### src/verilog/tcp_regs.svh
// tcp_regs.svh: offsets, field positions, reset values and timing counts
// of the time code host register port; included by tcp_port.
`ifndef TCP_REGS_SVH
`define TCP_REGS_SVH

// direct register locations on the two address lines
`define TCP_LOC_ICS 2'h0
`define TCP_LOC_STAT 2'h1
`define TCP_LOC_PTR 2'h2
`define TCP_LOC_DATA 2'h3

// interrupt control/status fields
`define TCP_ICS_EN_LSB 0
`define TCP_ICS_FLAG_LSB 3
`define TCP_ICS_VITC_LSB 6
`define TCP_EN_RST 3'h0
`define TCP_FLAG_RST 3'h0

// receiver/video status fields
`define TCP_ST_CFRAME 0
`define TCP_ST_CLICK 1
`define TCP_ST_LOCK 2
`define TCP_ST_REV 3
`define TCP_ST_GLOCK 4
`define TCP_ST_FIELD 6
`define TCP_ST_FRAME 7

// indirect pointer fields
`define TCP_PTR_STEP 7
`define TCP_PTR_RST 6'h00
`define TCP_PTR_LAST 6'h3F

// ltc frame positions (bit indices counted from zero)
`define TCP_RX_LAST_BIT 7'h3F
`define TCP_RX_DATA_BITS 7'h40
`define TCP_TX_COPY_BIT 7'h47
`define TCP_CNT_MAX 7'h7F

// ltc sync source codes
`define TCP_SYNC_LINE5 2'h0
`define TCP_SYNC_CLICK 2'h1
`define TCP_SYNC_RXPAT 2'h2
`define TCP_SYNC_IND 2'h3

// video line figures
`define TCP_SYNC_LINE 10'h005
`define TCP_NTSC_FIELD_LINE 10'h005
`define TCP_PAL_FIELD_LINE 10'h002
`define TCP_PAL_FRAME_LINE 10'h006
`define TCP_NTSC_LINES 10'h20D
`define TCP_PAL_LINES 10'h271
`define TCP_FIRST_LINE 10'h001

// pin synchroniser idle value: strobes and selects high
`define TCP_PIN_IDLE 6'h0F

// timing
`define TCP_CLK_NS 10
`define TCP_FREE_LINE_NS 64000

`endif
### src/verilog/tcp_pkg.sv
// tcp_pkg: types of the time code host register port.
// assumes tcp_regs.svh is on the include path.
package tcp_pkg;

  // receiver lock state, one-hot
  typedef enum logic [2:0] {
    RX_SEARCH = 3'b001,
    RX_FWD = 3'b010,
    RX_BWD = 3'b100
  } tcp_rx_st_t;

  // pins that pass the synchroniser, rd_n in bit 0
  typedef struct packed {
    logic click;
    logic cframe;
    logic serial_sel_n;
    logic tc_sel_n;
    logic wr_n;
    logic rd_n;
  } tcp_pins_t;

  // one-cycle events from the ltc receiver front end
  typedef struct packed {
    logic sync_fwd;
    logic sync_bwd;
    logic bit_ok;
    logic bit_bad;
    logic sync_missed;
  } tcp_ltc_rx_t;

  // video timing levels
  typedef struct packed {
    logic present;
    logic genlock;
    logic pal;
    logic field;
    logic cframe;
    logic [9:0] line;
  } tcp_vid_t;

  // whole state of the port
  typedef struct packed {
    logic [5:0] s1;
    logic [5:0] s2;
    logic [5:0] s3;
    logic [5:0] lvl;
    logic [1:0] addr;
    logic [7:0] wdata;
    logic [7:0] rdata;
    logic [5:0] ptr;
    logic step;
    logic [5:0] acc_addr;
    logic [2:0] en;
    logic [2:0] flags;
    tcp_rx_st_t rx;
    logic [6:0] rx_cnt;
    logic rx_we;
    logic [5:0] rx_idx;
    logic tx_act;
    logic [6:0] tx_cnt;
    logic tx_copy;
    logic fstart;
    logic field;
    logic frame;
    logic [9:0] prev_line;
    logic [9:0] free_line;
    logic [12:0] free_cnt;
    logic ind_wr;
    logic ind_rd;
    logic uart_wr;
    logic uart_rd;
  } tcp_state_t;

endpackage

### src/verilog/tcp_port.sv
// tcp_port: host register port, interrupt gathering and status of a
// time code reader/generator. Assumes the indirect registers, the uart
// and the analog ltc/video front ends sit outside on the same clock.
//
// How it works
// - two register groups, each own low select
// - locations 0..3 pick control, status, pointer, data
// - location 3 reaches indirect register at pointer
// - pointer is six bits, bits 5..0
// - step bit advances pointer after data access
// - request while flag and enable both set, or on a serial port interrupt
// - reading interrupt control/status clears flags
// - bits 6,7 mirror vitc read errors
// - rx flag on 64th forward bit after sync
// - copy tx data at bit 72, then flag
// - tx double buffered, later data in N+2
// - line flag when chosen line passed, gated
// - serial port full/empty interrupts reach request
// - status shows colour-frame and sync pin levels
// - lock sets on sync, clears on miss/bad
// - direction bit forward 0, backward 1 when locked
// - status bit shows genlock achieved
// - bit 6 field, bit 7 pal colour frame
// - field valid after line 5/2, frame 6
// - receiver takes 1/30 to 80x phase-locked bits
// - rx bits buffered only after valid sync
// - ltc frames start on selected sync event
// - video sync source starts at line 5
// - free-running line timing without video input
// - request and master reset active high
// - line flag line is register value plus one
`timescale 1ns/1ps
`include "tcp_regs.svh"

module tcp_port
  import tcp_pkg::*;
#(
  parameter int FREE_LINE_CYC = `TCP_FREE_LINE_NS / `TCP_CLK_NS
)
(
  // clock and master reset
  input wire logic mclk_in,
  input wire logic rst_in,
  // host bus pins
  input wire logic [1:0] addr_in,
  input wire logic rd_n_in,
  input wire logic wr_n_in,
  input wire logic timecode_port_select_n_in,
  input wire logic serial_port_select_n_in,
  input wire logic [7:0] data_in,
  output logic [7:0] data_out,
  output logic data_oe_out,
  output logic irq_out,
  // serial port register set
  input wire logic [7:0] uart_rdata_in,
  input wire logic uart_rx_full_irq_in,
  input wire logic uart_tx_empty_irq_in,
  output logic uart_rd_out,
  output logic uart_wr_out,
  output logic uart_addr_out,
  // indirect registers
  input wire logic [7:0] ind_rdata_in,
  output logic [5:0] ind_ptr_out,
  output logic [5:0] ind_acc_addr_out,
  output logic ind_rd_out,
  output logic ind_wr_out,
  output logic [7:0] wr_data_out,
  // configuration held in indirect registers
  input wire logic longitudinal_tx_on_in,
  input wire logic [1:0] ltc_sync_sel_in,
  input wire logic [7:0] line_int_cfg_in,
  input wire logic [1:0] vitc_err_in,
  // ltc receiver
  input tcp_ltc_rx_t ltc_rx_in,
  output logic rx_buf_we_out,
  output logic [5:0] rx_buf_idx_out,
  // ltc transmitter
  input wire logic ltc_tx_bit_in,
  output logic ltc_frame_start_out,
  output logic ltc_tx_active_out,
  output logic ltc_tx_copy_out,
  // video timing and pins
  input tcp_vid_t vid_in,
  input wire logic colour_frame_pin_in,
  input wire logic click_pin_in,
  output logic [9:0] video_line_out
);

  tcp_state_t s;
  tcp_state_t n;
  tcp_pins_t pins;
  logic [5:0] lvl_nx;
  logic rd_fall;
  logic rd_rise;
  logic wr_rise;
  logic tsel;
  logic usel;
  logic rd_end;
  logic wr_end;
  logic [9:0] line_now;
  logic line_chg;
  logic [2:0] set_v;
  logic [2:0] clr_v;
  logic sync_ev;
  logic [7:0] status_v;

  // true when the captured location is the one asked for
  function automatic logic at_loc(input logic [1:0] a, input logic [1:0] l);
    return a == l;
  endfunction

  assign pins = '{click: click_pin_in, cframe: colour_frame_pin_in,
                  serial_sel_n: serial_port_select_n_in,
                  tc_sel_n: timecode_port_select_n_in,
                  wr_n: wr_n_in, rd_n: rd_n_in};

  // a level moves only once stages two and three agree
  assign lvl_nx = (s.s3 & ~(s.s2 ^ s.s3)) | (s.lvl & (s.s2 ^ s.s3));
  assign rd_fall = s.lvl[0] & ~lvl_nx[0];
  assign rd_rise = ~s.lvl[0] & lvl_nx[0];
  assign wr_rise = ~s.lvl[1] & lvl_nx[1];
  assign tsel = ~s.lvl[2];
  assign usel = ~s.lvl[3];
  assign rd_end = rd_rise & tsel;
  assign wr_end = wr_rise & tsel;

  // free-running timing stands in when no video is seen
  assign line_now = vid_in.present ? vid_in.line : s.free_line;
  assign line_chg = line_now != s.prev_line;
  assign status_v = {s.frame, s.field, 1'b0,
                     vid_in.genlock & vid_in.present,
                     s.rx == RX_BWD, s.rx != RX_SEARCH,
                     s.lvl[5], s.lvl[4]};

  // hardware sets of the three pending flags
  assign set_v[0] = ltc_rx_in.bit_ok & (s.rx == RX_FWD)
                    & (s.rx_cnt == `TCP_RX_LAST_BIT);
  assign set_v[1] = s.tx_copy;
  assign set_v[2] = line_chg
                    & (s.prev_line == {2'h0, line_int_cfg_in}
                       + `TCP_FIRST_LINE);
  // only flags the host was shown are cleared; later sets stay pending
  assign clr_v = (rd_end && at_loc(s.addr, `TCP_LOC_ICS))
                 ? s.rdata[`TCP_ICS_FLAG_LSB +: 3] : 3'h0;
  always_comb
  begin
    case (ltc_sync_sel_in)
      `TCP_SYNC_LINE5: sync_ev = line_chg
                                 & (line_now == `TCP_SYNC_LINE);
      `TCP_SYNC_CLICK: sync_ev = ~s.lvl[5] & lvl_nx[5];
      `TCP_SYNC_RXPAT: sync_ev = ltc_rx_in.sync_fwd | ltc_rx_in.sync_bwd;
      default: sync_ev = wr_end && at_loc(s.addr, `TCP_LOC_DATA)
                         && (s.ptr == `TCP_PTR_LAST);
    endcase
  end

  always_comb
  begin
    n = s;
    n.ind_wr = 1'b0;
    n.ind_rd = 1'b0;
    n.uart_wr = 1'b0;
    n.uart_rd = 1'b0;
    n.rx_we = 1'b0;
    n.tx_copy = 1'b0;
    n.s1 = pins;
    n.s2 = s.s1;
    n.s3 = s.s2;
    n.lvl = lvl_nx;

    // write data and location follow the bus while the write strobe is low
    if (!s.lvl[1])
    begin
      n.wdata = data_in;
      n.addr = addr_in;
    end
    if (rd_fall)
    begin
      n.addr = addr_in;
      if (!lvl_nx[3])
        n.rdata = uart_rdata_in;
      else if (addr_in == `TCP_LOC_ICS)
        n.rdata = {vitc_err_in, s.flags, s.en};
      else if (addr_in == `TCP_LOC_STAT)
        n.rdata = status_v;
      else if (addr_in == `TCP_LOC_PTR)
        n.rdata = {s.step, 1'b0, s.ptr};
      else
        n.rdata = ind_rdata_in;
    end

    // side effects fall at the end of the strobe
    if ((rd_end || wr_end) && at_loc(s.addr, `TCP_LOC_DATA))
    begin
      n.ind_rd = rd_end;
      n.ind_wr = wr_end;
      n.acc_addr = s.ptr;
      if (s.step)
        n.ptr = s.ptr + 6'h01;
    end
    if (wr_end)
    begin
      if (at_loc(s.addr, `TCP_LOC_ICS))
        n.en = s.wdata[`TCP_ICS_EN_LSB +: 3];
      else if (at_loc(s.addr, `TCP_LOC_PTR))
      begin
        n.ptr = s.wdata[5:0];
        n.step = s.wdata[`TCP_PTR_STEP];
      end
    end
    n.uart_rd = rd_rise & usel;
    n.uart_wr = wr_rise & usel;

    // a set in the clearing cycle survives
    n.flags = (s.flags & ~clr_v) | set_v;

    // receiver lock tracking; bits come phase-locked from the front end
    case (s.rx)
      RX_SEARCH: n.rx = RX_SEARCH;
      RX_FWD, RX_BWD:
        if (ltc_rx_in.bit_bad || ltc_rx_in.sync_missed)
          n.rx = RX_SEARCH;
      default: n.rx = RX_SEARCH;
    endcase
    if (ltc_rx_in.bit_ok && s.rx != RX_SEARCH)
    begin
      n.rx_we = s.rx_cnt < `TCP_RX_DATA_BITS;
      n.rx_idx = s.rx_cnt[5:0];
      if (s.rx_cnt != `TCP_CNT_MAX)
        n.rx_cnt = s.rx_cnt + 7'h01;
    end
    if (ltc_rx_in.sync_fwd || ltc_rx_in.sync_bwd)
    begin
      n.rx = ltc_rx_in.sync_fwd ? RX_FWD : RX_BWD;
      n.rx_cnt = 7'h00;
    end

    // transmitter: on only from a frame start, so frames go out whole
    n.fstart = sync_ev;
    if (s.fstart)
    begin
      n.tx_act = longitudinal_tx_on_in;
      n.tx_cnt = 7'h00;
    end
    else if (ltc_tx_bit_in && s.tx_act)
    begin
      if (s.tx_cnt != `TCP_CNT_MAX)
        n.tx_cnt = s.tx_cnt + 7'h01;
      // output buffer swap; later host data waits a whole frame
      n.tx_copy = s.tx_cnt == `TCP_TX_COPY_BIT;
    end

    // field and frame are taken only where they are valid
    n.prev_line = line_now;
    if (line_chg)
    begin
      if (vid_in.pal ? line_now > `TCP_PAL_FIELD_LINE
                     : line_now > `TCP_NTSC_FIELD_LINE)
        n.field = vid_in.field;
      if (!vid_in.pal)
        n.frame = 1'b0;
      else if (line_now > `TCP_PAL_FRAME_LINE)
        n.frame = vid_in.cframe;
    end

    // internal line counter, free running
    if (s.free_cnt == 13'(FREE_LINE_CYC - 1))
    begin
      n.free_cnt = 13'h0000;
      if (s.free_line >= (vid_in.pal ? `TCP_PAL_LINES : `TCP_NTSC_LINES))
        n.free_line = `TCP_FIRST_LINE;
      else
        n.free_line = s.free_line + 10'h001;
    end
    else
      n.free_cnt = s.free_cnt + 13'h0001;
  end

  always_ff @(posedge mclk_in)
  begin
    if (rst_in)
    begin
      s <= '0;
      s.s1 <= `TCP_PIN_IDLE;
      s.s2 <= `TCP_PIN_IDLE;
      s.s3 <= `TCP_PIN_IDLE;
      s.lvl <= `TCP_PIN_IDLE;
      s.ptr <= `TCP_PTR_RST;
      s.en <= `TCP_EN_RST;
      s.flags <= `TCP_FLAG_RST;
      s.rx <= RX_SEARCH;
      s.free_line <= `TCP_FIRST_LINE;
    end
    else
      s <= n;
  end

  // bus drive only while select and read strobe agree low
  assign data_oe_out = ~s.lvl[0] & (tsel | usel);
  assign data_out = s.rdata;
  assign irq_out = (|(s.flags & s.en)) | uart_rx_full_irq_in
                   | uart_tx_empty_irq_in;
  assign uart_rd_out = s.uart_rd;
  assign uart_wr_out = s.uart_wr;
  assign uart_addr_out = s.addr[0];
  assign ind_ptr_out = s.ptr;
  assign ind_acc_addr_out = s.acc_addr;
  assign ind_rd_out = s.ind_rd;
  assign ind_wr_out = s.ind_wr;
  assign wr_data_out = s.wdata;
  assign rx_buf_we_out = s.rx_we;
  assign rx_buf_idx_out = s.rx_idx;
  assign ltc_frame_start_out = s.fstart;
  assign ltc_tx_active_out = s.tx_act;
  assign ltc_tx_copy_out = s.tx_copy;
  assign video_line_out = line_now;

  property p_rd_clr;
    @(posedge mclk_in) disable iff (rst_in)
    (rd_end && s.addr == `TCP_LOC_ICS && set_v == 3'h0)
      |=> (s.flags & $past(s.rdata[`TCP_ICS_FLAG_LSB +: 3])) == 3'h0;
  endproperty
  a_rd_clr: assert property (p_rd_clr)
    else $error("flags not cleared by status read");
  property p_set_wins;
    @(posedge mclk_in) disable iff (rst_in)
    set_v[0] |=> s.flags[0];
  endproperty
  a_set_wins: assert property (p_set_wins)
    else $error("rx frame flag lost");
  property p_irq;
    @(posedge mclk_in) disable iff (rst_in)
    ($rose(s.flags[2]) && s.en[2]) |-> irq_out;
  endproperty
  a_irq: assert property (p_irq)
    else $error("enabled line flag gave no request");
  property p_step;
    @(posedge mclk_in) disable iff (rst_in)
    (rd_end && s.addr == `TCP_LOC_DATA && s.step)
      |=> s.ptr == $past(s.ptr) + 6'h01;
  endproperty
  a_step: assert property (p_step)
    else $error("pointer did not step");
  // the strobe level needs four edges to pass the synchroniser
  property p_oe;
    @(posedge mclk_in) disable iff (rst_in)
    rd_n_in [*4] |=> !data_oe_out;
  endproperty
  a_oe: assert property (p_oe)
    else $error("data driven without read strobe");
  property p_tx_flag;
    @(posedge mclk_in) disable iff (rst_in)
    s.tx_copy |=> s.flags[1];
  endproperty
  a_tx_flag: assert property (p_tx_flag)
    else $error("tx load flag missing after copy");
  property p_unlock;
    @(posedge mclk_in) disable iff (rst_in)
    (ltc_rx_in.bit_bad && !ltc_rx_in.sync_fwd && !ltc_rx_in.sync_bwd)
      |=> s.rx == RX_SEARCH;
  endproperty
  a_unlock: assert property (p_unlock)
    else $error("lock held after bad bit");
  property p_we;
    @(posedge mclk_in) disable iff (rst_in)
    s.rx_we |-> $past(s.rx) != RX_SEARCH;
  endproperty
  a_we: assert property (p_we)
    else $error("rx buffer written without sync");

endmodule

### config.mk
export PLATFORM = sky130hd
export DESIGN_NAME = tcp_port
export DESIGN_NICKNAME = d
export VERILOG_FILES = /design/src/verilog/tcp_pkg.sv /design/src/verilog/tcp_port.sv
export VERILOG_INCLUDE_DIRS = /design/src /design/src/verilog
export SDC_FILE = /design/constraint.sdc
export NUM_CORES = 1
export LEC_CHECK = 0
export ABC_AREA = 1
export BUFFER_PORTS_ARGS = -buffer_cell sky130_fd_sc_hd__buf_2
export CAP_MARGIN = 20
export CORE_UTILIZATION = 60
export CTS_CLUSTER_SIZE = 30
export DETAILED_ROUTE_END_ITERATION = 7
export GPL_ROUTABILITY_DRIVEN = 0
export MAX_ROUTING_LAYER = met4
export PLACE_DENSITY = 0.85
export SETUP_SLACK_MARGIN = 0.1
export SLEW_MARGIN = 10
export SYNTH_ARGS = -nofsm -noshare
export SYNTH_HDL_FRONTEND = slang
export SYNTH_SLANG_ARGS = --single-unit
### constraint.sdc
create_clock -name mclk_in -period 2.3 [get_ports mclk_in]
set_input_delay 0.46 -clock mclk_in [delete_from_list [all_inputs] [get_ports mclk_in]]
set_output_delay 0.46 -clock mclk_in [all_outputs]
set_load 0.05 [all_outputs]
==> Word-level counts from Yosys, hierarchy flattened <==
Cells that the tools add are included.
{ "word_totals": {"output_inout_bits": 55, "register_bits": 127, "wordCells": 149} }
{ "classes": {"bitwise_logic": 37, "n_addsub": 6, "n_eq_ne": 21, "reduce_logical": 26, "magnitude_cmp": 5, "mux": 25} }
{ "op_table": {"columns": ["operator", "n"], "rows": [
  ["$mux 10", 4],
  ["$mux 7", 5],
  ["$mux 8", 4],
  ["$gt 10x3->1 const B", 2],
  ["$add 7x1->7 const B", 2],
  ["$and 1x1->1", 14],
  ["$mux 14", 1],
  ["$ne 7x7->1 const B", 2],
  ["$add 13x1->13 const B", 1],
  ["$eq 13x13->1 const B", 1],
  ["$and 6x6->6", 2],
  ["$mux 3", 4],
  ["$mux 6", 2],
  ["$reduce_or 2->1", 6],
  ["$add 10x1->10 const B", 1],
  ["$eq 10x3->1 const B", 1],
  ["$eq 10x9->1", 1],
  ["$ge 10x10->1", 1],
  ["$gt 10x2->1 const B", 1],
  ["$ne 10x10->1", 1],
  ["$not 1->1", 10],
  ["$reduce_and 2->1", 5],
  ["$add 8x1->9 const B", 1],
  ["$eq 2x2->1 const B", 4],
  ["other kinds (26)", 44]
]} }

==> Longest topological paths before layout <==
{ "logic_depth": {"depth_word": 12, "ltp_mapped": 14, "ltp_nobuf": 12} }

==> Worst setup path before layout <==
No wires, ideal clock.
{ "synth_timing": {"path_type": "in2reg", "from": "input vid_in[12] (netlist bit)", "to": "register s[24] (netlist bit)", "t_required_ns": 2.170, "arrival_ns": 1.533, "setup_time_ns": 0.130, "path_buffers": 0, "setup_slack_ns": 0.637, "path_stages": 9, "path_cell_list": "inv_1 -> ha_1 -> inv_1 -> nor3_1 -> nand3b_1 -> nand4_1 -> nand2_1 -> inv_1 -> nor3_2"} }
{ "synth_between": {"elab_chain_len": 3} }
{ "synth_lines": {"columns": ["item", "line_no", "source"], "rows": [
  ["from (decl)", "tcp_port.sv:83", "input tcp_vid_t vid_in,"],
  ["$mux 7 (no line)", null, null],
  ["$ge 10x10->1", "tcp_port.sv:270", "if (s.free_line >= (vid_in.pal ? `TCP_PAL_LINES : `TCP_NTSC_LINES))"],
  ["$mux 10", "tcp_port.sv:270", null],
  ["to (signal assigned)", "tcp_port.sv:295", "s <= n;"],
  ["to (decl)", "tcp_port.sv:89", "tcp_state_t s;"]
]} }
Every way passes these cells.
A chain may end at the register's enable or synchronous reset.

==> Final worst setup path <==
{ "layout_timing": {"from": "register s[20] (netlist bit)", "to": "output video_line_out[3]"} }
{ "layout_between": {"elab_chain_len": 1} }
{ "layout_lines": {"columns": ["item", "line_no", "source"], "rows": [
  ["$mux 10", "tcp_port.sv:128", "assign line_now = vid_in.present ? vid_in.line : s.free_line;"],
  ["to (decl)", "tcp_port.sv:86", "output logic [9:0] video_line_out"]
]} }
Every way passes these cells.

==> out/qor.txt <==
GLOBAL ROUTE
----------------------------------------------------------------------------------
Largest net degree at the start of global routing                               48
Antenna violations before repair                                                 0
Number of global-route vias before repair                                    5,791
Global-route wire length before repair                                     26.4 mm
Gr ovfl total                                                                    0
Overall fraction of global-route tracks in use                               29.7%

DIE
----------------------------------------------------------------------------------
Total die area                                                          11,600 µm²
Core Footprint                                                          10,900 µm²
Boundary Pins                                                                  125
Initial cell density of the core                                             61.7%
Die height                                                                  108 µm
Number of placement rows                                                        38
Overall die width                                                           108 µm

PLACED DESIGN
----------------------------------------------------------------------------------
Hpwl dp                                                                    11.6 mm
Dpl cells                                                                    1,151
IO buf count                                                                   124
Pre-CTS WS                                                                0.254 ns

CLOCKING
----------------------------------------------------------------------------------
Buffer type at the clock tree root                                        clkbuf_8
Clock buffer count from CTS                                                     17
Clock latency on the worst-skew pair                                       0.53 ns
Hold buffer count at cts                                                         0
Clock slew seen by the registers of the worst setup and hold paths         0.07 ns
TritonCTS clock tree                                                           yes
Setup Buffers After CTS                                                          0
H-tree depth                                                                     4
Clock tree buffer depth                                                          2
TritonCTS sink count                                                           127
Count of cells resized by post-cts repair                                        0

STA
----------------------------------------------------------------------------------
Final setup slack of the worst path                                       0.262 ns
Setup repair after global routing missed its margin                          false
Worst relative slew slack                                                    69.6%
Setup Total Neg Slack                                                         0 ns
Count of pins over their slew limit                                              0
Highest Clock Rate                                                         491 MHz
Final hold violations                                                            0
Setup Viol. Count Final                                                          0
Worst Tran Pin Value                                                      0.452 ns
Fin crit share                                                               88.6%
Post-layout minimum cycle time                                             2.04 ns
Clock skew after layout                                                  0.0131 ns

CRITICAL PATH
----------------------------------------------------------------------------------
Reg-to-reg setup timing slack                                              0.42 ns
Crit Path Category                                                      reg -> out
Family of cells with the greatest summed delay on the critical path   buffers and inverters
Endpoint of the most critical register-to-register path               s[14]$_SDFF_PP0_
R2R Path Start                                                        s[4]$_SDFF_PP0_
Kind of start point of the critical path                                  register
Biggest cell delay along the critical path                                 0.39 ns
Number of cells traversed by the worst register-to-register path                10
Buffer and inverter count on the worst path                                      3
Arrival @ worst endpoint                                                   1.58 ns
CP max stage cell                                                          dfxtp_1
Cells along the critical path                                         inv_1 -> nand2_4 -> nand2_4 -> inv_1 -> buf_2
Startpoint of the worst setup timing path                             s[20]$_SDFFE_PP0P_
Critical path required time                                                1.84 ns
Crit path max fanout                                                             4
Kind of end point of the critical path                                  output pin

YOSYS
----------------------------------------------------------------------------------
Post-synthesis instance total                                                  946
Area of the mapped netlist                                                6710 µm²
Most used flip-flop cell after synthesis                                   dfxtp_1
Async set-or-reset flop fraction in the synthesized netlist                     0%
#FFs+latches synth                                                             127
Mean area per synthesized cell                                            7.10 µm²
Yosys warning total                                                              0
Net count after synthesis                                                    1,029
Netlist cell types                                                              45
EDFF count, synth                                                                0
Fraction of the yosys area taken by sequential cells                         37.9%

CELLS AND AREA
----------------------------------------------------------------------------------
Filler-free cell count of the finished design                                1,183
Area Overhead vs Synth                                                       14.7%
Final core utilization                                                       70.7%
Diode insertion count for antenna repair                                         0
Ratio of cells with drive above 1 in the final layout                        20.9%
Final Net Count                                                              1,113

ROUTE
----------------------------------------------------------------------------------
Detail-routed via count per cell                                              5.43
Post-route DRC                                                                   0
Overall via count from detail_route                                          6,429
Final antenna-violating net count                                                0
First-pass iteration count of the detailed router                                5
Sum of routed wire length over all layers                                  16.2 mm
Routed wire length per instance                                            13.7 µm
Starting DRT DRC Count                                                         616

HOLD PATH
----------------------------------------------------------------------------------
Min-Delay Startpoint                                                       wr_n_in
WHS Path Cells                                                                   2
Worst hold path type                                                     in -> reg
Worst Hold Endpoint                                                   n[116]$_SDFF_PP1_

PWR
----------------------------------------------------------------------------------
Power density of the placed cells                                       715 nW/µm²
Static Leakage                                                          0.00371 µW
Peak supply drop                                                        0.000457 V

RUN STATUS
----------------------------------------------------------------------------------
Status                                                                   completed

JOB
----------------------------------------------------------------------------------
Count of maximum capacitance violations                                          0

layout by cell type, fill, tap and decap left out, types with 5 or more instances in the layout:
cell and instances:
a31oi_1 5, dfxtp_1 127, inv_8 5, nor2_1 121
nand3_1 52, o21ai_0 71, a21oi_1 61, ha_1 13
inv_1 124, nand2_4 14, nand2_2 13, clkbuf_16 16
o211ai_1 8, or2_2 10, xor2_1 10, nand4_1 18
nor3_1 18, xnor2_1 5, inv_6 6, buf_2 124
nor2_2 5, nand2_1 163
how the worst max path moves through the flow:
stage | depth (start not counted) | slack [ns] | to
2_1_floorplan | 9 | 0.64 | s[24]$_SDFFE_PP0P_
3_3_place_gp | 10 | 0.32 | s[24]$_SDFFE_PP0P_
3_5_place_dp | 10 | 0.25 | s[24]$_SDFFE_PP0P_
4_1_cts | 5 | 0.26 | video_line_out[3]
5_1_grt | 5 | 0.22 | video_line_out[5]
6_report | 5 | 0.26 | video_line_out[3]
routing by layer:
layer	global-route usage, %	up-vias	wire [µm]
li1	-	3193	-
met1	37.5	2921	6980
met2	47.2	286	7560
met3	5.33	29	1360
met4	11.7	0	326
met5	-	-	0
where the power goes:
part | switching [µW] | total [µW] | internal, µW
logic | 358 | 532 | 174
registers | 32.9 | 2280 | 2250
clock network | 1180 | 2690 | 1510
worst reg2reg max path: stages (launching register included):
cell and delay [ns]:
dfxtp_1 0.38, ha_1 0.20, nand2_1 0.11, nor2_4 0.15, nand4_4 0.13, nor2_4 0.26, nor2_1 0.16, inv_2 0.19
a21oi_1 0.06, o21ai_0 0.08, inv_1 0.05
sequential cells by signal, indices dropped and copies added, names as in the netlist, 6 cells and up, named ones only:
signal and cells:
s 70, n 12, data_out 8, wr_data_out 8
ind_acc_addr_out 6, ind_ptr_out 6, rx_buf_idx_out 6
layout make-up:
class | instances | area (µm²)
clock buffers | 17 | 414
clock inverters | 15 | 186
fillers | 895 | 3190
inverters | 133 | 504
multi-input cells | 624 | 3220
flip-flops and latches | 127 | 2540
well taps | 140 | 175
repair buffers | 127 | 656
metrics by stage:
stage | total power, µW | hold slack (ns) | instance area, µm²
finish | 5510 | 0.111 | 7700
global route | 5680 | 0.100 | 7700
CTS | 5520 | 0.106 | 7700
detailed placement | 2850 | 0.398 | 7100
global placement | 2840 | 0.394 | 7100
floorplan | 2720 | 0.388 | 6710
Yosys cell counts (5+ instances only):
| library cell | number | area share, % |
|---|---|---|
| dfxtp_1 | 127 | 38 |
| nor3_1 | 18 | 1.3 |
| inv_1 | 124 | 6.9 |
| nand2_1 | 163 | 9.1 |
| xor2_1 | 10 | 1.3 |
| or2_2 | 10 | 0.93 |
| nor2_1 | 121 | 6.8 |
| ha_1 | 13 | 2.4 |
| buf_4 | 45 | 5.0 |
| a31oi_1 | 5 | 0.47 |
| a21oi_1 | 61 | 4.5 |
| nand2_4 | 14 | 2.3 |
| clkbuf_1 | 10 | 0.56 |
| nand4_1 | 18 | 1.7 |
| nand2_2 | 13 | 1.2 |
| o21ai_0 | 71 | 5.3 |
| xnor2_1 | 5 | 0.65 |
| nor2_2 | 5 | 0.47 |
| o211ai_1 | 8 | 0.89 |
| nand3_1 | 52 | 3.9 |
logic make-up after synthesis:
kind of cell | Yosys count | synth area share (%)
simple gates | 434 | 30.6
buf+inv | 195 | 14.1
compound gates | 162 | 13.1
flops | 127 | 37.9
xor+xnor | 15 | 1.96
fa+ha+maj | 13 | 2.42
Power figures use the tool's default switching activity.
